==> config.mk <==
export PLATFORM = sky130hd
export DESIGN_NAME = bcdadd_core
export DESIGN_NICKNAME = d
export VERILOG_FILES = /design/src/design/bcdadd_pkg.sv /design/src/design/bcdadd_core.sv /design/src/design/bcdadd_div_step.sv
export SDC_FILE = /design/constraint.sdc
export NUM_CORES = 1
export LEC_CHECK = 0
export ABC_AREA = 1
export BUFFER_PORTS_ARGS = -buffer_cell sky130_fd_sc_hd__buf_2
export CAP_MARGIN = 20
export CORE_MARGIN = 4
export CORE_UTILIZATION = 55
export CTS_BUF_LIST = sky130_fd_sc_hd__clkbuf_4
export CTS_CLUSTER_SIZE = 40
export DETAILED_ROUTE_END_ITERATION = 10
export PLACE_DENSITY = 0.78
export SYNTH_ARGS = -nofsm -noshare
export SYNTH_HDL_FRONTEND = slang
export SYNTH_SLANG_ARGS = --single-unit
==> constraint.sdc <==
create_clock -name clk_sys_in -period 11.75 [get_ports clk_sys_in]
set_input_delay 0.5875 -clock clk_sys_in [delete_from_list [all_inputs] [get_ports clk_sys_in]]
set_output_delay 0.5875 -clock clk_sys_in [all_outputs]
set_load 0.02 [all_outputs]
==> src/design/bcdadd_pkg.sv <==
// Package: opcodes, field positions and timing counts for the adjust/decrement/divide datapath
package bcdadd_pkg;
    localparam logic [7:0] OPC_DECIMAL_ADJUST = 8'hd4;
    localparam logic [7:0] OPC_DECR_ACC = 8'h14;
    localparam logic [7:0] OPC_DECR_DIRECT = 8'h15;
    localparam logic [7:0] OPC_DECR_INDIRECT = 8'h16;
    localparam logic [7:0] OPC_DECR_BANK = 8'h18;
    localparam logic [7:0] OPC_UNSIGNED_DIVIDE = 8'h84;
    localparam logic [7:0] MASK_BANK = 8'hf8;
    localparam logic [7:0] MASK_INDIRECT = 8'hfe;
    localparam logic [3:0] BCD_MAX_DIGIT = 4'h9;
    localparam logic [3:0] BCD_FIX = 4'h6;
    localparam logic [7:0] ONE_BYTE = 8'h01;
    localparam int DIV_CYCLES = 4;
    localparam int DIV_BITS_PER_CYCLE = 2;
    localparam logic [1:0] DIV_LAST_STEP = 2'h3;
    typedef enum logic [3:0] {
        BCDADD_IDLE = 4'b0001,
        BCDADD_DIV = 4'b0010,
        BCDADD_MEMRD = 4'b0100,
        BCDADD_MEMWR = 4'b1000
    } bcdadd_state_t;
endpackage

==> src/design/bcdadd_core.sv <==
// Execution datapath: decimal adjust, byte decrement, unsigned 8-by-8 divide
// Overview of operation
// - Low nibble above 9 or aux carry set: add 6 to accumulator.
// - Then high nibble above 9 or carry set: add 6 to high nibble.
// - Adjusted sum beyond two digits sets carry, low two digits kept.
// - Adjust additions may set carry, never clear it; overflow untouched.
// - Decrement subtracts one; zero wraps to all ones.
// - Decrement leaves carry, aux carry and overflow unchanged.
// - Decrement sources: accumulator, bank register, direct byte, indirect byte.
// - Decrementing an output port reads its output latch, not pins.
// - Direct decrement: opcode 0x15 plus address byte, two bytes, then a memory read and a write, each held until mem_ack_in.
// - Divide treats accumulator and secondary register as unsigned bytes.
// - Quotient goes to accumulator, remainder to secondary register.
// - Nonzero divisor: carry and overflow cleared.
// - Zero divisor: overflow set, carry cleared, results undefined.
// - Divide always clears carry.
`timescale 1ns/1ps
`default_nettype none
module bcdadd_core
    import bcdadd_pkg::*;
#(
    parameter int BANK_REGS = 8
) (
    input wire logic clk_sys_in,              // 40 MHz core clock
    input wire logic rst_in,                  // Async reset, active high
    input wire logic issue_in,                // Instruction strobe, one cycle
    input wire logic [7:0] opcode_in,         // First instruction byte
    input wire logic [7:0] operand_in,        // Second byte (direct address)
    input wire logic [7:0] acc_load_in,       // Accumulator preload data
    input wire logic acc_load_in_en_in,       // Accumulator preload strobe
    input wire logic [7:0] sec_load_in,       // Secondary register preload data
    input wire logic sec_load_en_in,          // Secondary register preload strobe
    input wire logic [2:0] flags_load_in,     // {carry, aux carry, overflow} preload
    input wire logic flags_load_en_in,        // Flag preload strobe
    input wire logic [7:0] bank_wdata_in,     // Bank register preload data
    input wire logic [2:0] bank_widx_in,      // Bank register preload index
    input wire logic bank_we_in,              // Bank register preload strobe
    input wire logic mem_ack_in,              // Memory read data valid / write done
    input wire logic [7:0] mem_rdata_in,      // Memory/SFR read data
    output logic busy_out,                    // Instruction in progress
    output logic done_out,                    // Instruction retired, one cycle
    output logic illegal_out,                 // Unknown opcode issued, one cycle
    output logic [7:0] acc_out,               // Accumulator
    output logic [7:0] sec_out,               // Secondary operand register
    output logic carry_flag_out,              // Carry flag
    output logic aux_carry_flag_out,          // Aux carry flag
    output logic overflow_flag_out,           // Overflow flag
    output logic mem_req_out,                 // Memory access request
    output logic mem_we_out,                  // Memory access is a write
    output logic mem_latch_sel_out,           // Read port output latch, not pins
    output logic [7:0] mem_addr_out,          // Memory address
    output logic [7:0] mem_wdata_out          // Memory write data
);
    // ****************************************
    // Checks and storage
    // ****************************************
    initial begin
        if (BANK_REGS != 8) $error("bcdadd_core: BANK_REGS must be 8");
    end

    bcdadd_state_t state_ff;
    logic [7:0] acc_ff;
    logic [7:0] sec_ff;
    logic carry_ff;
    logic aux_ff;
    logic ovf_ff;
    logic [7:0] bank_ff [BANK_REGS];
    logic [1:0] div_step_ff;
    logic [7:0] div_rem_ff;
    logic [7:0] div_quo_ff;
    logic [7:0] addr_ff;
    logic [7:0] wdata_ff;
    logic latch_sel_ff;
    logic done_ff;
    logic illegal_ff;

    // ****************************************
    // Decode
    // ****************************************
    function automatic logic is_bank_decr(input logic [7:0] opc);
        return (opc & MASK_BANK) == OPC_DECR_BANK;
    endfunction

    function automatic logic is_ind_decr(input logic [7:0] opc);
        return (opc & MASK_INDIRECT) == OPC_DECR_INDIRECT;
    endfunction

    logic start;
    logic op_da;
    logic op_decr_acc;
    logic op_decr_bank;
    logic op_decr_dir;
    logic op_decr_ind;
    logic op_div;
    assign start = issue_in && (state_ff == BCDADD_IDLE);
    assign op_da = start && opcode_in == OPC_DECIMAL_ADJUST;
    assign op_decr_acc = start && opcode_in == OPC_DECR_ACC;
    assign op_decr_bank = start && is_bank_decr(opcode_in);
    assign op_decr_dir = start && opcode_in == OPC_DECR_DIRECT;
    assign op_decr_ind = start && is_ind_decr(opcode_in);
    assign op_div = start && opcode_in == OPC_UNSIGNED_DIVIDE;

    // ****************************************
    // Decimal adjust arithmetic
    // ****************************************
    logic [8:0] da_low;
    logic [8:0] da_high;
    logic da_carry;
    always_comb begin
        da_low = {1'b0, acc_ff};
        if (acc_ff[3:0] > BCD_MAX_DIGIT || aux_ff) begin
            da_low = {1'b0, acc_ff} + {5'h00, BCD_FIX};
        end
        da_high = {1'b0, da_low[7:0]};
        if (da_low[7:4] > BCD_MAX_DIGIT || carry_ff || da_low[8]) begin
            da_high = {1'b0, da_low[7:0]} + {1'b0, BCD_FIX, 4'h0};
        end
        da_carry = carry_ff | da_low[8] | da_high[8];
    end

    // Bank decrement: original value from bank array, wraps at zero
    logic [7:0] bank_decr_val;
    assign bank_decr_val = bank_ff[opcode_in[2:0]] - ONE_BYTE;

    // ****************************************
    // Divide slice
    // ****************************************
    logic [7:0] step_rem;
    logic [7:0] step_quo;
    logic [7:0] slice_rem;
    logic [7:0] slice_quo;
    // Idle feeds the dividend so the issue edge already yields the first slice
    assign slice_rem = (state_ff == BCDADD_IDLE) ? 8'h00 : div_rem_ff;
    assign slice_quo = (state_ff == BCDADD_IDLE) ? acc_ff : div_quo_ff;
    bcdadd_div_step #(
        .BITS(DIV_BITS_PER_CYCLE)
    ) u_div_step (
        .rem_in(slice_rem),
        .quo_in(slice_quo),
        .divisor_in(sec_ff),
        .rem_out(step_rem),
        .quo_out(step_quo)
    );

    // ****************************************
    // Sequencing
    // ****************************************
    always_ff @(posedge clk_sys_in or posedge rst_in) begin
        if (rst_in) begin
            state_ff <= BCDADD_IDLE;
            div_step_ff <= 2'h0;
        end else begin
            unique case (state_ff)
                BCDADD_IDLE: begin
                    div_step_ff <= 2'h0;
                    if (op_div && sec_ff != 8'h00) begin
                        state_ff <= BCDADD_DIV;
                    end else if (op_decr_dir || op_decr_ind) begin
                        state_ff <= BCDADD_MEMRD;
                    end
                end
                BCDADD_DIV: begin
                    div_step_ff <= div_step_ff + 2'h1;
                    // Four cycles total: issue cycle plus three slice steps
                    if (div_step_ff == DIV_LAST_STEP - 2'h1) begin
                        state_ff <= BCDADD_IDLE;
                    end
                end
                BCDADD_MEMRD: begin
                    if (mem_ack_in) state_ff <= BCDADD_MEMWR;
                end
                BCDADD_MEMWR: begin
                    if (mem_ack_in) state_ff <= BCDADD_IDLE;
                end
                default: state_ff <= BCDADD_IDLE;
            endcase
        end
    end

    // Memory access for direct/indirect decrement
    always_ff @(posedge clk_sys_in or posedge rst_in) begin
        if (rst_in) begin
            addr_ff <= 8'h00;
            wdata_ff <= 8'h00;
            latch_sel_ff <= 1'b0;
        end else begin
            if (op_decr_dir) begin
                addr_ff <= operand_in;
                latch_sel_ff <= operand_in[7];
            end else if (op_decr_ind) begin
                addr_ff <= bank_ff[{2'h0, opcode_in[0]}];
                latch_sel_ff <= 1'b0;
            end
            if (state_ff == BCDADD_MEMRD && mem_ack_in) begin
                wdata_ff <= mem_rdata_in - ONE_BYTE;
            end
        end
    end

    // Accumulator and secondary register
    always_ff @(posedge clk_sys_in or posedge rst_in) begin
        if (rst_in) begin
            acc_ff <= 8'h00;
            sec_ff <= 8'h00;
            div_rem_ff <= 8'h00;
            div_quo_ff <= 8'h00;
        end else begin
            if (acc_load_in_en_in && state_ff == BCDADD_IDLE) acc_ff <= acc_load_in;
            if (sec_load_en_in && state_ff == BCDADD_IDLE) sec_ff <= sec_load_in;
            if (op_da) acc_ff <= da_high[7:0];
            if (op_decr_acc) acc_ff <= acc_ff - ONE_BYTE;
            if (op_div) begin
                // Issue cycle runs the first slice straight off the accumulator
                div_rem_ff <= step_rem;
                div_quo_ff <= step_quo;
            end
            if (state_ff == BCDADD_DIV) begin
                div_rem_ff <= step_rem;
                div_quo_ff <= step_quo;
            end
            if (state_ff == BCDADD_DIV && div_step_ff == DIV_LAST_STEP - 2'h1) begin
                acc_ff <= step_quo;
                sec_ff <= step_rem;
            end
        end
    end

    // Bank registers: preload port and register decrement
    always_ff @(posedge clk_sys_in or posedge rst_in) begin
        if (rst_in) begin
            for (int i = 0; i < BANK_REGS; i++) bank_ff[i] <= 8'h00;
        end else begin
            if (bank_we_in && state_ff == BCDADD_IDLE) bank_ff[bank_widx_in] <= bank_wdata_in;
            if (op_decr_bank) bank_ff[opcode_in[2:0]] <= bank_decr_val;
        end
    end

    // Flags: decrement never touches them
    always_ff @(posedge clk_sys_in or posedge rst_in) begin
        if (rst_in) begin
            carry_ff <= 1'b0;
            aux_ff <= 1'b0;
            ovf_ff <= 1'b0;
        end else begin
            if (flags_load_en_in && state_ff == BCDADD_IDLE) begin
                {carry_ff, aux_ff, ovf_ff} <= flags_load_in;
            end
            if (op_da) carry_ff <= da_carry;
            if (op_div) begin
                carry_ff <= 1'b0;
                ovf_ff <= (sec_ff == 8'h00);
            end
        end
    end

    // Retire pulses
    always_ff @(posedge clk_sys_in or posedge rst_in) begin
        if (rst_in) begin
            done_ff <= 1'b0;
            illegal_ff <= 1'b0;
        end else begin
            done_ff <= op_da || op_decr_acc || op_decr_bank
                || (op_div && sec_ff == 8'h00)
                || (state_ff == BCDADD_DIV && div_step_ff == DIV_LAST_STEP - 2'h1)
                || (state_ff == BCDADD_MEMWR && mem_ack_in);
            illegal_ff <= start && !(op_da || op_decr_acc || op_decr_bank
                || op_decr_dir || op_decr_ind || op_div);
        end
    end

    assign busy_out = state_ff != BCDADD_IDLE;
    assign done_out = done_ff;
    assign illegal_out = illegal_ff;
    assign acc_out = acc_ff;
    assign sec_out = sec_ff;
    assign carry_flag_out = carry_ff;
    assign aux_carry_flag_out = aux_ff;
    assign overflow_flag_out = ovf_ff;
    assign mem_req_out = state_ff == BCDADD_MEMRD || state_ff == BCDADD_MEMWR;
    assign mem_we_out = state_ff == BCDADD_MEMWR;
    assign mem_latch_sel_out = latch_sel_ff;
    assign mem_addr_out = addr_ff;
    assign mem_wdata_out = wdata_ff;
endmodule
`default_nettype wire

==> src/design/bcdadd_div_step.sv <==
// Combinational restoring-division slice: a fixed number of quotient bits per call
`timescale 1ns/1ps
`default_nettype none
module bcdadd_div_step #(
    parameter int BITS = 2
) (
    input wire logic [7:0] rem_in,     // Partial remainder
    input wire logic [7:0] quo_in,     // Dividend bits shifting out, quotient in
    input wire logic [7:0] divisor_in, // Divisor
    output logic [7:0] rem_out,        // Updated remainder
    output logic [7:0] quo_out         // Updated quotient/dividend
);
    initial begin
        if (BITS < 1 || BITS > 8) $error("bcdadd_div_step: BITS out of range");
    end

    always_comb begin
        logic [8:0] trial;
        logic [7:0] r;
        logic [7:0] q;
        trial = 9'h000;
        r = rem_in;
        q = quo_in;
        for (int i = 0; i < BITS; i++) begin
            trial = {r, q[7]} - {1'b0, divisor_in};
            if (!trial[8]) begin
                r = trial[7:0];
                q = {q[6:0], 1'b1};
            end else begin
                r = {r[6:0], q[7]};
                q = {q[6:0], 1'b0};
            end
        end
        rem_out = r;
        quo_out = q;
    end
endmodule
`default_nettype wire

# Word-level counts from Yosys, hierarchy flattened
# Cells that the tools add are included.
# totals
output_inout_bits	41
word_cells	149
reg_bits	124
input_bits	62
# op_classes
add_sub_neg	8
n_eq_ne	16
n_reduce_logical	43
n_bitwise	5
magnitude_cmp	7
n_mux	48
# ops
op	count
$mux 8	22
$bwmux 64	2
$mux 64	2
$bmux 8 s3	2
$demux 8 s3	2
$sub 8x1->8 const B	3
$mux 4	5
$logic_and 1x1->1	19
$mux 9	2
$sub 9x8->9	2
$eq 8x5->1 const B	2
$eq 8x8->1 const B	2
$pmux 4 s4	1
$logic_or 1x1->1	13
$ge 4x4->1 const B	3
$reduce_bool 2->1	5
$add 8x3->9 const B	1
$add 8x7->9 const B	1
$mux 1	9
$gt 4x4->1 const B	2
$logic_not 8->1	1
$lt 4x1->1 const B	2
$not 3->4	2
$reduce_bool 8->1	1
19 further kinds	21

# Depth between registers and ports, before layout
# Gate-level depths: netlist of the first run.
# depth
depth_word	10
ltp_mapped	35
mapped_depth_nobuf	35

# Hierarchy
# Synthesis of the first run repeated with hierarchy kept, for this count alone.
# hier_totals
hier_cells	1237
area_unflattened_um2	8720.9
# modules_own_cells
module	instances	cells_per_inst	area_per_inst_um2
bcdadd_core	1	1054	7517.2
bcdadd_div_step	1	183	1203.7

# Least setup slack after synthesis of the first run
# Ideal clock, no wire load.
# synth_timing
kind	register -> register
startpoint	register state_ff[0]
endpoint	register sec_ff[7], in the netlist sec_out[7]
stages_incl_launch_ff	32
n_path_buf	1
path_slack_ns	7.430
required_ns	11.633
setup_time_ns	0.117
synth_period_minus_slack_ns	4.320
arrival_ns	4.203
path_cell_list	dfstp_2 -> inv_2 -> nor2_2 -> nand2_4 -> inv_2 -> buf_1 -> nor2_1 -> ha_1 -> a21oi_1 -> o21bai_1 -> a21oi_1 -> nand2_1 -> nand2_2 -> nand2_4 -> nand2_1 -> o21ai_0 -> fa_1 -> nand3_1 -> nand2_1 -> nand2_1 -> nand2_1 -> nand2_1 -> nand2_1 -> a21o_1 -> a21oi_1 -> inv_1 -> nand3_1 -> nand2_2 -> nand2_1 -> nand2_1 -> nand2_1 -> nand2_1
# synth_between
elab_chain_cells	7
word_cells_on_any_way	12
classes_between	add/sub (2); eq/ne (2); mux (5); reduce/logical (3)
# synth_lines
element	line_no	text
from (decl)	bcdadd_core.sv:61	bcdadd_state_t state_ff;
from (signal assigned)	bcdadd_core.sv:150	state_ff <= BCDADD_IDLE;
from (signal assigned)	bcdadd_core.sv:157	state_ff <= BCDADD_DIV;
from (signal assigned)	bcdadd_core.sv:159	state_ff <= BCDADD_MEMRD;
$eq 4x1->1	bcdadd_core.sv:133, bcdadd_core.sv:134, bcdadd_core.sv:209	
$mux 8, on equally long branches	bcdadd_core.sv:134, bcdadd_core.sv:133	
$sub 9x8->9	bcdadd_div_step.sv:25	trial = {r, q[7]} - {1'b0, divisor_in};
$mux 8	bcdadd_div_step.sv:26	if (!trial[8]) begin
$sub 9x8->9	bcdadd_div_step.sv:25	
$mux 8	bcdadd_div_step.sv:26	
$mux 8	bcdadd_core.sv:221	if (state_ff == BCDADD_DIV && div_step_ff == DIV_LAST_STEP - 2'h1) begin
to (signal assigned)	bcdadd_core.sv:209	if (sec_load_en_in && state_ff == BCDADD_IDLE) sec_ff <= sec_load_in;
to (signal assigned)	bcdadd_core.sv:223	sec_ff <= step_rem;
to (decl)	bcdadd_core.sv:63	logic [7:0] sec_ff;
# Parallel ways exist; a longest one is shown, timed or not.
# A chain may end at the register's enable or synchronous reset.

# Worst setup path after layout of the first run
# layout_timing
startpoint	register state_ff[0]
endpoint	register div_rem_ff[7]
# layout_between
elab_chain_cells	8
word_cells_on_any_way	13
classes_between	add/sub (2); eq/ne (2); mux (6); reduce/logical (3)
# layout_lines
element	line_no	text
$eq 4x1->1	bcdadd_core.sv:95, bcdadd_core.sv:133, bcdadd_core.sv:134	
$mux 8, on equally long branches	bcdadd_core.sv:134, bcdadd_core.sv:133	
$sub 9x8->9	bcdadd_div_step.sv:25	
$mux 8	bcdadd_div_step.sv:26	
$sub 9x8->9	bcdadd_div_step.sv:25	
$mux 8	bcdadd_div_step.sv:26	
$mux 8	bcdadd_core.sv:212	if (op_div) begin
$mux 8	bcdadd_core.sv:217	if (state_ff == BCDADD_DIV) begin
to (signal assigned)	bcdadd_core.sv:214	div_rem_ff <= step_rem;
to (signal assigned)	bcdadd_core.sv:218	div_rem_ff <= step_rem;
to (decl)	bcdadd_core.sv:69	logic [7:0] div_rem_ff;
# Parallel ways exist; a longest one is shown, timed or not. The select of a mux whose other input is x is not followed.

==> summary by stage, run 1 <==
STA
The fraction of the cycle the final worst path needs is 0.416. Static timing analysis puts the maximum clock frequency at 204 MHz. The max-slew violation count is 0. The total negative slack for setup checks is 0 ns. For the final database, setup skew stands at 0.0212 ns. Setup repair after global routing left no endpoint under its margin.

The actual transition at the worst max-transition pin is 0.835 ns. Subtracting the final worst setup slack from the clock period gives 4.89 ns. Setup violations remaining at the end of the flow were counted as 0.

The final-report hold violation count is 0. The worst pin sits at a relative slew slack of 0.441.

Detailed routing
The routed layout has 8,015 vias. Once detail routing completed, the nets flagged for antenna violations numbered 0. Wires add up to 23.2 mm. The remaining routing DRC violations is 0. For this run, the detailed router's first-pass iteration total came to 5. The average wire length per cell after detail routing is 16.4 um. Using the TritonRoute via totals, the vias-per-cell ratio works out to 5.68. The initial detailed-routing violation count is 748.

Place
Input and output buffers added on the ports amount to 102. The cell area reported after detailed placement is 0.00876 mm2. Summed over all nets, the half-perimeter wirelength after detailed placement is 17.1 mm. The weighted congestion reported at the end of routability-driven placement is 0.935.

Yosys
The most common flop cell mapped by yosys is sky130_fd_sc_hd__dfrtp_1. The number of synthesis warnings is 0. The mean post-synth cell area is 7.27 um2. The post-synthesis sequential area ratio is 0.382.

In this run the cell area of the synthesized design comes to 0.00812 mm2. The gate count after technology mapping is 1,117. In the synthesized netlist the async set-or-reset flop fraction comes to 1.00. The register bit total from synthesis is 124. The post-synth net total is 1,204. The number of enable flip-flop cells after synthesis is 0. The distinct cell type count of the synthesized netlist is 53.

Clocking
CTS saw 124 sinks. The level count of the clock H-tree is 4. The clock root buffer master is sky130_fd_sc_hd__clkbuf_4. Hold repair after CTS inserted 0 buffers. The total CTS buffers is 17. The post-CTS setup buffer count is 0. The maximum clock insertion buffer count is 2. The clock tree from TritonCTS is built.

The register clock-pin slew on the reported worst setup and hold paths is 0.13 ns. The later pin in the worst-skew pair is clocked with a latency of 0.59 ns. The post-cts resize count is 0.

Finish
In the final design database the tool counted 1,299 nets. The leading cell type in the layout, fill and taps excluded is sky130_fd_sc_hd__nand2_1. The area growth from synthesis to layout is 12.1%.

The fraction of final layout cells with drive strength greater than 1 is 0.163. After routing the design area is 0.00911 mm2. Leaving out fill and tap cells, the most frequent cells in the layout are 275 x sky130_fd_sc_hd__nand2_1, 141 x sky130_fd_sc_hd__inv_1, 125 x sky130_fd_sc_hd__o21ai_0. The number of fill cells in the layout is 1,319.

Global routing
Summed over all layers, the global routing overflow is 0. The number of global-route vias before repair is 7,870. The maximum number of pins on one net before global-route repair is 81. The overall routing resource usage is 0.284. The first global-routing pass estimated 38.0 mm of wire. The initial antenna violation count was 1.

Floorplan
The effective utilization at floorplan is 0.561. The floorplan has 44 rows. From bottom edge to top edge, the die measures 130 um. The die covers 0.0168 mm2. The core outline area is 0.0145 mm2. In this run the count of I/O pins placed on the die edge is 103. From left edge to right edge, the die measures 130 um.

Job
The max-cap check violation count is 0.

Setup path
The number of buffers and inverters on the critical path is 3. Broken down by cell family, the worst path's largest delay share belongs to simple AND/OR/NAND/NOR gates. The cell type of the slowest stage on the worst timing path is sky130_fd_sc_hd__dfstp_2. In this design, the stage delay of the slowest critical-path cell is 0.57 ns. The worst setup path is launched from a flop. The critical path in this run is classified as flop to flop. The worst path required time is 12.23 ns.

Along the worst path, the maximum fanout reaches 28. Counting stages on the worst path, the most repeated cell is sky130_fd_sc_hd__nand2_1. The arrival time of data at the critical path endpoint is 5.37 ns.

The worst setup path is captured at a flop.

Power
The worst vdd rail ir drop is 0.000105 V. The power density over the cells is 194 mW/mm2. The design draws 1760 uW. The analysis attributes to cell leakage a power of 0.00467 uW.

Status
The flow ran to the end, and the final reports show no timing, DRC or antenna violations.

Min path
The class of the tightest hold or removal check is primary input to asynchronous set/reset pin.
-- power breakdown --
part	internal, uW	switching (uW)
Combinational	284	519
Clock	151	190
Sequential	542	76.5
Total	978	785
-- final timing paths --
| check | startpoint | end | depth (start not counted) | slack, ns |
|---|---|---|---|---|
| min | rst_in | bank_ff[18] | 2 | 0.05 |
| min in group clk_sys_in | mem_rdata_in[0] | mem_wdata_out[0] | 2 | 0.23 |
| max in group asynchronous | rst_in | state_ff[0] | 4 | 10.68 |
| min reg2reg | mem_wdata_out[7] | mem_wdata_out[7] | 2 | 0.49 |
| max reg2reg | state_ff[0] | div_rem_ff[7] | 30 | 6.86 |
| max | state_ff[0] | div_rem_ff[7] | 30 | 6.86 |
-- synth_stat cells, drive strengths merged (2+ instances only) --
library cell    n  share of area
nand2         289           0.14
inv           156          0.072
o21ai         149          0.092
dfrtp         123           0.38
nor2           65          0.036
nand3          64          0.046
a21oi          61          0.038
o22ai          31          0.024
clkbuf         24          0.011
ha             24          0.037
o211ai         24          0.022
xor2           18          0.020
nor3           16          0.011
nand4           9         0.0069
xnor2           9         0.0097
buf             7         0.0055
a22oi           6         0.0068
o21a            6         0.0055
nor4            5         0.0039
o21bai          5         0.0046
o221ai          5         0.0054
or2             4         0.0031
a211oi          3         0.0034
a31oi           3         0.0023
o2111ai         2         0.0022
-- per-layer routing --
metal,vias to the layer above,GRT usage,part of all wire
li1,3918,-,-
met1,3734,0.362,0.42
met2,304,0.476,0.49
met3,59,0.0581,0.062
met4,0,0.111,0.028
met5,-,0,0
-- state kept, by name, indices dropped and copies added, names as in the netlist --
name / flops
acc_out: 8
bank_ff: 64
mem_wdata_out: 8
aux_carry_flag_out: 1
mem_latch_sel_out: 1
div_step_ff: 2
done_out: 1
div_quo_ff: 8
sec_out: 8
mem_addr_out: 8
carry_flag_out: 1
div_rem_ff: 8
illegal_out: 1
state_ff: 4
overflow_flag_out: 1
-- cell type report --
cell class	instances	area [um2]	area share
Inverter	157	594	0.0653
Multi-Input combinational cell	805	4290	0.471
Antenna cell	2	5.00	0.000550
Clock inverter	15	188	0.0206
Sequential cell	124	3100	0.341
Clock buffer	17	128	0.0140
Timing Repair Buffer	107	568	0.0624
Tap cell	184	230	0.0253
-- cell families after synthesis --
kind of cell	share of synthesized area
flip-flops	0.382
XOR/XNOR	0.0300
adder cells (fa/ha/maj)	0.0394
AND/OR/NAND/NOR	0.246
buffers and inverters	0.0896
multiplexers	0.00123
AO/OA/AOI/OAI	0.212
-- through the flow --
step                setup slack [ns]  utilization  cells  hold WS (ns)
floorplan                       7.43            -   1117         0.446
global placement                7.10        0.605   1376         0.459
detailed placement              6.94        0.605   1376         0.467
CTS                             6.90        0.627   1408        0.0638
global route                    6.36        0.629   1410        0.0899
finish                          6.86        0.629   1411        0.0517
Power figures use the tool's default switching activity.
==> inputs of run 2 (changes only) <==
--- a/config.mk
+++ b/config.mk
@@ -5,7 +5,7 @@
 export SDC_FILE = /design/constraint.sdc
 export NUM_CORES = 1
 export LEC_CHECK = 0
-export ABC_AREA = 1
+export ABC_AREA = 0
 export BUFFER_PORTS_ARGS = -buffer_cell sky130_fd_sc_hd__buf_2
 export CAP_MARGIN = 20
 export CORE_MARGIN = 4
@@ -13,7 +13,7 @@
 export CTS_BUF_LIST = sky130_fd_sc_hd__clkbuf_4
 export CTS_CLUSTER_SIZE = 40
 export DETAILED_ROUTE_END_ITERATION = 10
-export PLACE_DENSITY = 0.78
+export PLACE_DENSITY = 0.81
 export SYNTH_ARGS = -nofsm -noshare
 export SYNTH_HDL_FRONTEND = slang
 export SYNTH_SLANG_ARGS = --single-unit
==> constraint.sdc (replaced) <==
create_clock -name clk_sys_in -period 4.1 [get_ports clk_sys_in]
set_input_delay 0.205 -clock clk_sys_in [delete_from_list [all_inputs] [get_ports clk_sys_in]]
set_output_delay 0.205 -clock clk_sys_in [all_outputs]
set_load 0.02 [all_outputs]
==> run 2 against run 1 <==
Effect of this change: the run now ends with negative setup slack left; flip-flop and latch count stayed put; sequential power grew to 3.2 times the previous value; synthesized area increased by 2.4%; die area is 2.2% higher; fmax shrank 0.97%; critical endpoint is now div_rem_ff[0].
==> summary by stage, run 2 <==
Status
Status: complete, but fails checks (was complete, no violations). The final reports fail on negative setup slack.

Yosys
The most frequent cell after synthesis is sky130_fd_sc_hd__dfrtp_1 (was sky130_fd_sc_hd__nand2_1). Cell types with the highest counts after synthesis: 123 x sky130_fd_sc_hd__dfrtp_1, 107 x sky130_fd_sc_hd__a21oi_1, 84 x sky130_fd_sc_hd__nor2_1, 74 x sky130_fd_sc_hd__nand2_1, 43 x sky130_fd_sc_hd__o21ai_0 (was 275 x sky130_fd_sc_hd__nand2_1, 142 x sky130_fd_sc_hd__inv_1, 125 x sky130_fd_sc_hd__o21ai_0, 123 x sky130_fd_sc_hd__dfrtp_1, 60 x sky130_fd_sc_hd__a21oi_1). The post-synthesis cell type with the largest combined area is sky130_fd_sc_hd__dfrtp_1 (unchanged). The post-synthesis async set-or-reset flop share came to 1.00 (unchanged).

The most common flop cell mapped by yosys is sky130_fd_sc_hd__dfrtp_1 (unchanged). The top cell type's share of synthesized area came to 0.370 (was 0.379). The mean post-synth cell area is 9.11 um2 (was 7.27 um2). The number of synthesis warnings is 0 (unchanged). The post-synth net total came to 1,000 (was 1,204). The number of enable flip-flop cells after synthesis was 0 (unchanged). The post-synthesis sequential area ratio is 0.373 (was 0.382). The register bit total from synthesis is 124 (unchanged). The gate count after technology mapping is 913 (was 1,117). The area of the mapped netlist is 0.00831 mm2 (was 0.00812 mm2). The distinct cell type count of the synthesized netlist is 78 (was 53).

Leading cell types by total area after synthesis: sky130_fd_sc_hd__dfrtp_1 37%, sky130_fd_sc_hd__a21oi_1 6.4%, sky130_fd_sc_hd__mux2_2 5.0% (was sky130_fd_sc_hd__dfrtp_1 38%, sky130_fd_sc_hd__nand2_1 13%, sky130_fd_sc_hd__o21ai_0 7.7%).

Floorplan
The I/O pin count came to 103 (unchanged). The die footprint was 0.0171 mm2 (was 0.0168 mm2). The effective utilization at floorplan is 0.568 (was 0.561). The number of placement rows is 44 (unchanged). The die boundary height was 131 um (was 130 um).

The horizontal die dimension is 131 um (was 130 um). The core outline area is 0.0146 mm2 (was 0.0145 mm2).

Place
The placed wire-length estimate is 17.0 mm (was 17.1 mm). The count of buffers from port buffering came to 102 (unchanged). The cell area reported after detailed placement was 0.00947 mm2 (was 0.00876 mm2). The weighted congestion reported at the end of routability-driven placement is 0.959 (was 0.935). The cell count after placement came to 1,222 (was 1,376).

Detailed routing
The average wire length per cell after detail routing is 20.1 um (was 16.4 um). The final antenna-violating net count is 0 (unchanged). The remaining routing DRC violations was 0 (unchanged). The initial detailed-routing violation count was 1,073 (was 748). The total wire length after detailed routing is 26.3 mm (was 23.2 mm). The length of the first detailed-routing pass in iterations is 6 (was 5). The per-cell via count in the routed design is 6.27 (was 5.68). The vias after detailed routing is 8,191 (was 8,015).

Setup path
The worst path required time is 4.60 ns (was 12.23 ns). The stage delay of the slowest cell on the critical path is 0.55 ns (was 0.57 ns). The cell type of the slowest stage on the worst timing path is sky130_fd_sc_hd__dfstp_2 (unchanged). The number of buffers and inverters on the critical path came to 6 (was 3).

The kind of start point of the critical path is a flop (unchanged). The largest fanout on the critical path is 30 (was 28). The kind of end point of the critical path is a flop (unchanged).

The arrival time of data at the critical path endpoint is 5.44 ns (was 5.37 ns). Walking the worst path, the cells encountered are nor4b_4 > inv_2 > buf_8 > nand2_1 > xnor2_1 > ha_4 > a31o_4 > buf_4 > xnor2_2 > a211oi_1 > a31oi_1 > o211ai_1 > ha_1 > a21oi_2 > o211ai_1 > nand2_1 > buf_4 > buf_4 > o2111ai_1 > o211ai_2 > buf_6 > mux2_4 > o21ai_1. The category of cells accounting for the largest share of critical-path delay is compound AO/OA/AOI/OAI gates (was simple AND/OR/NAND/NOR gates). The start-to-end type of the worst setup path is flop to flop (unchanged).

The most prevalent standard cell on the critical path is sky130_fd_sc_hd__buf_4 (was sky130_fd_sc_hd__nand2_1).

STA
The max-slew violation count is 0 (unchanged). The fraction of the cycle the final worst path needs is 1.21 (was 0.416). The worst max-slew margin expressed relative to the limit came to 0.302 (was 0.441).

The setup skew after layout is 0.0201 ns (was 0.0212 ns). The setup-violating endpoint count in the final report was 18 (was 0). The worst hold slack is 0.0117 ns (was 0.0517 ns).

The post-layout minimum cycle time was 4.94 ns (was 4.89 ns). The achievable clock frequency is 202 MHz (was 204 MHz). Setup repair after global routing missed its margin: true (was false). The total negative slack for setup checks is -14.01 ns (was 0 ns).

The final-report hold violation count is 0 (unchanged). The actual transition at the worst max-transition pin was 1.04 ns (was 0.835 ns). The slack of the critical path came to -0.841 ns (was 6.86 ns).

Finish
The layout-stage area growth over the synthesis result came to 25.1% (was 12.1%). Most frequent cells in the layout: 123 x sky130_fd_sc_hd__dfrtp_1, 103 x sky130_fd_sc_hd__a21oi_1, 102 x sky130_fd_sc_hd__buf_2 (was 275 x sky130_fd_sc_hd__nand2_1, 141 x sky130_fd_sc_hd__inv_1, 125 x sky130_fd_sc_hd__o21ai_0). The flip-flop count of the largest register after layout was 64 (unchanged).

The cell area after layout is 0.0104 mm2 (was 0.00911 mm2). The leading cell type in the layout, fill and taps excluded is sky130_fd_sc_hd__dfrtp_1 (was sky130_fd_sc_hd__nand2_1). The fraction of final layout cells with drive strength greater than 1 is 0.307 (was 0.163). The net count reported at finish was 1,194 (was 1,299). The non-filler instance count after layout came to 1,307 (was 1,411). The largest register by flop count is bank_ff (unchanged).

Global routing
The global-route wire length before repair is 40.0 mm (was 38.0 mm). The overall routing resource usage is 0.297 (was 0.284). The number of global-route vias before repair is 7,902 (was 7,870).

The remaining global-route overflow is 0 (unchanged). The initial antenna violation count came to 4 (was 1). The maximum number of pins on one net before global-route repair is 62 (was 81).

Power
The power density over the cells came to 837 mW/mm2 (was 194 mW/mm2). The static leakage was 0.00479 uW (was 0.00467 uW). The worst vdd rail ir drop came to 0.000789 V (was 0.000105 V).

Min path
The class of the tightest hold or removal check was primary input to flop (was primary input to asynchronous set/reset pin).

Clocking
The maximum clock insertion buffer count is 2 (unchanged). The clock latency on the worst-skew pair is 0.58 ns (was 0.59 ns). The clock tree from TritonCTS is built (unchanged).

The clock root buffer master is sky130_fd_sc_hd__clkbuf_4 (unchanged). The total CTS buffers is 17 (unchanged). The level count of the clock H-tree is 4 (unchanged). The register clock-pin slew on the reported worst setup and hold paths is 0.13 ns (about the same). The total number of clock tree sinks is 124 (unchanged).

Job
The max-cap check violation count is 0 (unchanged).
## run 2: changes by cell type after synthesis, moves of 20 or more
cell | before | now
sky130_fd_sc_hd__nand2_1 | 275 | 74
sky130_fd_sc_hd__inv_1 | 142 | 28
sky130_fd_sc_hd__o21ai_0 | 125 | 43
sky130_fd_sc_hd__a21oi_1 | 60 | 107
sky130_fd_sc_hd__nand3_1 | 55 | 14
sky130_fd_sc_hd__nor2b_1 | 0 | 39
sky130_fd_sc_hd__mux2_2 | 0 | 37
sky130_fd_sc_hd__mux2i_1 | 1 | 38
sky130_fd_sc_hd__a211oi_1 | 2 | 36
sky130_fd_sc_hd__nor2_1 | 53 | 84
sky130_fd_sc_hd__o22ai_1 | 31 | 5
sky130_fd_sc_hd__buf_2 | 3 | 23
sky130_fd_sc_hd__o211ai_1 | 24 | 4
## run 2: logic make-up (layout without fill, tap and decap cells)
family | Yosys count | after routing | synth area share
adders and majority gates | 25 | 25 | 0.0385
other | 0 | 3 | 0
muxes | 87 | 87 | 0.124
xor gates and xnor gates | 34 | 34 | 0.0376
AOI/OAI and AO/OA | 264 | 264 | 0.197
buffers and inverters | 79 | 286 | 0.0406
and+or+nand+nor | 300 | 300 | 0.189
DFF | 124 | 124 | 0.373
## run 2: final cells by class
cell class,count,area (um2)
sequential,124,3100
clock inverter,14,159
timing repair buffer,224,1520
clock buffer,18,135
antenna,3,7.51
tap,184,230
multi-input combinational,710,5130
inverter,30,115
fill,1020,4240
## run 2: power by group
group,switching (uW),internal [uW]
clock,550,382
combinational,2930,2850
sequential,350,1640
total,3830,4870
## run 2: tightest hold or removal path: cells and delay by family
kind	cells	cell delay [ns]
fa+ha+maj	1	0.11
compound gates	1	0.08
buf+inv	2	0.16
## run 2: path summary, 6_finish.rpt
path                       slack (ns)          endpoint  cells after the start       startpoint
max                             -0.84     div_rem_ff[0]                     23      state_ff[0]
min                              0.01  mem_wdata_out[1]                      4  mem_rdata_in[1]
max reg2reg                     -0.84     div_rem_ff[0]                     23      state_ff[0]
min reg2reg                      0.51    div_step_ff[0]                      1   div_step_ff[0]
max in group asynchronous        2.76       state_ff[0]                      4           rst_in
min in group asynchronous        0.32   mem_addr_out[0]                      3           rst_in
## run 2: per-stage QoR
step	setup WS, ns	utilization	power (uW)
after floorplan	-0.602	-	5250
after global placement	-0.458	0.647	6590
after detailed placement	-0.696	0.647	6770
after CTS	-0.530	0.701	8130
after global routing	-1.01	0.710	9230
final	-0.841	0.710	8710
## run 2: what timing repair did
item | CTS | global route
resized for setup | 24 | 13
hold buffers | 31 | 0
hold endpoints to repair | 89 | 0
setup endpoints to repair | 18 | 18
cloned | 0 | 0
buffers inserted | 13 | 6
pin swaps | 18 | 15
## run 2: routing by layer
metal / vias up / wire length [um] / share of wire / track usage
met1: 3854 / 10300 / 0.39 / 0.387
met4: 2 / 1150 / 0.044 / 0.110
li1: 3696 / - / - / -
met3: 124 / 2220 / 0.084 / 0.0724
met5: - / 11 / 0.00042 / 0
met2: 515 / 12600 / 0.48 / 0.481
==> inputs of run 3 (changes only) <==
--- a/config.mk
+++ b/config.mk
@@ -6,7 +6,7 @@
 export NUM_CORES = 1
 export LEC_CHECK = 0
 export ABC_AREA = 0
-export BUFFER_PORTS_ARGS = -buffer_cell sky130_fd_sc_hd__buf_2
+export BUFFER_PORTS_ARGS = -buffer_cell sky130_fd_sc_hd__buf_4
 export CAP_MARGIN = 20
 export CORE_MARGIN = 4
 export CORE_UTILIZATION = 55
==> run 3 against run 2 <==
Effect of this change: the flow still finishes with violations (negative setup slack); clock power is 7.3% lower; wire length is 2.6% lower; utilization grew 2.0 points; count of clock-buffer cells in the layout fell by 1; non-clock buffer count is 3 higher; critical endpoint is now sec_out[6]; largest cell class unchanged.
==> summary by stage, run 3 (synthesis gave the netlist of run 2 again) <==
Min path
The class of the tightest hold or removal check is primary input to flop (unchanged). The hold-critical path depth is 4 (unchanged).

Setup path
The stage delay of the slowest cell on the critical path is 0.55 ns (about the same). The worst path required time is 4.53 ns (was 4.60 ns). The arrival time of data at the critical path endpoint is 5.02 ns (was 5.44 ns). Crit-path cells: nor4b_4 > buf_6 > inv_4 > and2_4 > ha_4 > and3_4 > and3_4 > o211ai_4 > a21o_1 > and2_4 > mux2_4 > ha_4 > nand2_2 > o211ai_1 > nand2_1 > or3_1 > o211ai_2 > buf_6 > mux2i_4 > o21ai_1 (was nor4b_4 > inv_2 > buf_8 > nand2_1 > xnor2_1 > ha_4 > a31o_4 > buf_4 > xnor2_2 > a211oi_1 > a31oi_1 > o211ai_1 > ha_1 > a21oi_2 > o211ai_1 > nand2_1 > buf_4 > buf_4 > o2111ai_1 > o211ai_2 > buf_6 > mux2_4 > o21ai_1). The cell type of the slowest stage on the worst timing path is sky130_fd_sc_hd__dfstp_2 (unchanged).

The largest fanout on the critical path was 6 (was 30). The kind of start point of the critical path was a flop (unchanged). The kind of end point of the critical path is a flop (unchanged). The start-to-end type of the worst setup path is flop to flop (unchanged). The worst reg2reg path depth is 20 (was 23).

Power
The power density over the cells is 815 mW/mm2 (was 837 mW/mm2). The static leakage is 0.00484 uW (was 0.00479 uW). The switching share of total power is 0.440 (about the same). The sequential group share of total power is 0.227 (was 0.229). The combinational power share is 0.674 (was 0.664). The clock share of power was 0.099 (was 0.107). The worst vdd rail ir drop is 0.000850 V (was 0.000789 V).

The internal power summed over all cells came to 4880 uW (was 4870 uW). The net switching component of the power is 3830 uW (about the same).

Detailed routing
The per-cell via count in the routed design is 6.19 (was 6.27). The total wire length after detailed routing came to 25.6 mm (was 26.3 mm). The initial detailed-routing violation count was 749 (was 1,073). The vias after detailed routing was 8,098 (was 8,191). The remaining routing DRC violations is 0 (unchanged).

The length of the first detailed-routing pass in iterations is 5 (was 6). The average wire length per cell after detail routing is 19.6 um (was 20.1 um). The final antenna-violating net count is 0 (unchanged).

Finish
The number of fill cells in the layout is 1,027 (was 1,020). The layout-stage area growth over the synthesis result is 28.6% (was 25.1%). The largest register by flop count is bank_ff (unchanged). The leading cell type in the layout, fill and taps excluded is sky130_fd_sc_hd__buf_4 (was sky130_fd_sc_hd__dfrtp_1).

The flip-flop count of the largest register after layout is 64 (unchanged). The cell area after layout is 0.0107 mm2 (was 0.0104 mm2). The net count reported at finish is 1,197 (was 1,194). The fraction of final layout cells with drive strength greater than 1 came to 0.300 (was 0.307). Most frequent cells in the layout: 182 x sky130_fd_sc_hd__buf_4, 123 x sky130_fd_sc_hd__dfrtp_1, 106 x sky130_fd_sc_hd__a21oi_1 (was 123 x sky130_fd_sc_hd__dfrtp_1, 103 x sky130_fd_sc_hd__a21oi_1, 102 x sky130_fd_sc_hd__buf_2).

Floorplan
The I/O pin count came to 103 (unchanged). The number of placement rows is 44 (unchanged). The horizontal die dimension is 131 um (unchanged). The die boundary height is 131 um (unchanged). The effective utilization at floorplan was 0.568 (unchanged). The die footprint is 0.0171 mm2 (unchanged). The core outline area is 0.0146 mm2 (unchanged).

STA
The worst max-slew margin expressed relative to the limit came to 0.347 (was 0.302). The fraction of the cycle the final worst path needs is 1.12 (was 1.21). Setup repair after global routing missed its margin: true (unchanged). The achievable clock frequency is 218 MHz (was 202 MHz). The setup-violating endpoint count in the final report is 18 (unchanged). The max-slew violation count is 0 (unchanged).

The setup skew after layout came to 0.0243 ns (was 0.0201 ns). The actual transition at the worst max-transition pin was 0.980 ns (was 1.04 ns). The slack of the critical path is -0.492 ns (was -0.841 ns). The final-report hold violation count is 0 (unchanged). The post-layout minimum cycle time was 4.59 ns (was 4.94 ns). The worst hold slack was 0.0349 ns (was 0.0117 ns).

Clocking
The maximum clock insertion buffer count is 2 (unchanged). The level count of the clock H-tree came to 4 (unchanged). The clock latency on the worst-skew pair came to 0.58 ns (about the same). The clock tree from TritonCTS is built (unchanged).

The total number of clock tree sinks came to 124 (unchanged). The total CTS buffers is 17 (unchanged). The clock root buffer master is sky130_fd_sc_hd__clkbuf_4 (unchanged). The register clock-pin slew on the reported worst setup and hold paths is 0.14 ns (was 0.13 ns).

Status
Status: complete, but fails checks (unchanged). Violated checks: negative setup slack (unchanged).

Global routing
The initial antenna violation count is 1 (was 4). The number of global-route vias before repair is 8,082 (was 7,902). The remaining global-route overflow was 0 (unchanged).

The global-route wire length before repair is 40.4 mm (was 40.0 mm). The maximum number of pins on one net before global-route repair is 80 (was 62). The overall routing resource usage is 0.300 (was 0.297).

Place
The count of buffers from port buffering is 102 (unchanged). The placed wire-length estimate was 17.0 mm (about the same). The weighted congestion reported at the end of routability-driven placement is 0.911 (was 0.959).

The cell area reported after detailed placement is 0.00975 mm2 (was 0.00947 mm2).

Job
The max-cap check violation count was 0 (unchanged).
==> run 3: cell types whose count changed in the layout (fill, tap and decap cells not counted), sizes merged <==
cell         previous run  this run
dlygate4sd3            31        39
inv                    35        41
clkbuf                 18        17
buf                   193       188
clkinv                  6         1
clkinvlp                1         3
diode                   3         1
bufinv                  2         0
==> run 3: area by class of cell <==
type | instances | area, um2 | area share
antenna | 1 | 2.50 | 0.000234
clock buffer | 17 | 128 | 0.0119
clock inverter | 15 | 140 | 0.0131
inverter | 30 | 118 | 0.0110
multi-input combinational | 710 | 5140 | 0.481
sequential | 124 | 3100 | 0.290
tap | 184 | 230 | 0.0215
timing repair buffer | 227 | 1820 | 0.171
==> run 3: power groups by stage <==
stage               sequential [uW]  clock (uW)  combinational, uW
global route                   2030         922               6310
global placement               1960           0               4750
floorplan                      2010           0               3240
finish                         1970         864               5880
detailed placement             1980           0               4880
CTS                            1960         863               5250
==> run 3: final timing paths <==
| check | to | from | slack (ns) |
|---|---|---|---|
| max | sec_out[6] | state_ff[0] | -0.49 |
| min | mem_wdata_out[1] | mem_rdata_in[1] | 0.03 |
| max reg2reg | sec_out[6] | state_ff[0] | -0.49 |
| min reg2reg | mem_wdata_out[6] | mem_wdata_out[6] | 0.51 |
| max in group asynchronous | state_ff[0] | rst_in | 2.73 |
| min in group asynchronous | mem_addr_out[2] | rst_in | 0.39 |
==> run 3: repair_timing <==
action | 4_1_cts | 5_1_grt
buffers inserted | 6 | 3
hold endpoints to repair | 130 | 0
resized for setup | 25 | 12
cloned | 0 | 0
hold buffers | 39 | 0
pin swaps | 12 | 9
setup endpoints to repair | 18 | 18
==> run 3: critical path: cells and delay by family (launching register included) <==
| kind | cells | cell delay, ns |
|---|---|---|
| AO/OA/AOI/OAI | 5 | 0.87 |
| buffers and inverters | 3 | 0.43 |
| multiplexers | 2 | 0.58 |
| adder cells (fa/ha/maj) | 2 | 0.57 |
| flip-flops | 1 | 0.55 |
| AND/OR/NAND/NOR | 8 | 1.43 |
==> run 3: metal layers <==
layer | track usage | vias to the layer above | wire, um
li1 | - | 3709 | -
met1 | 0.381 | 3936 | 10100
met2 | 0.514 | 390 | 12800
met3 | 0.0545 | 63 | 1950
met4 | 0.106 | 0 | 711
met5 | 0 | - | 0
==> run 3: through the flow <==
| step | total power (uW) | cells | util | setup WS [ns] | setup TNS (ns) |
|---|---|---|---|---|---|
| final | 8710 | 1308 | 0.730 | -0.492 | -7.81 |
| after floorplan | 5250 | 913 | - | -0.602 | -9.46 |
| after detailed placement | 6860 | 1225 | 0.666 | -0.662 | -10.79 |
| after global placement | 6700 | 1225 | 0.666 | -0.510 | -8.10 |
| after CTS | 8070 | 1302 | 0.721 | -0.396 | -6.23 |
| after global routing | 9260 | 1308 | 0.730 | -0.669 | -11.04 |
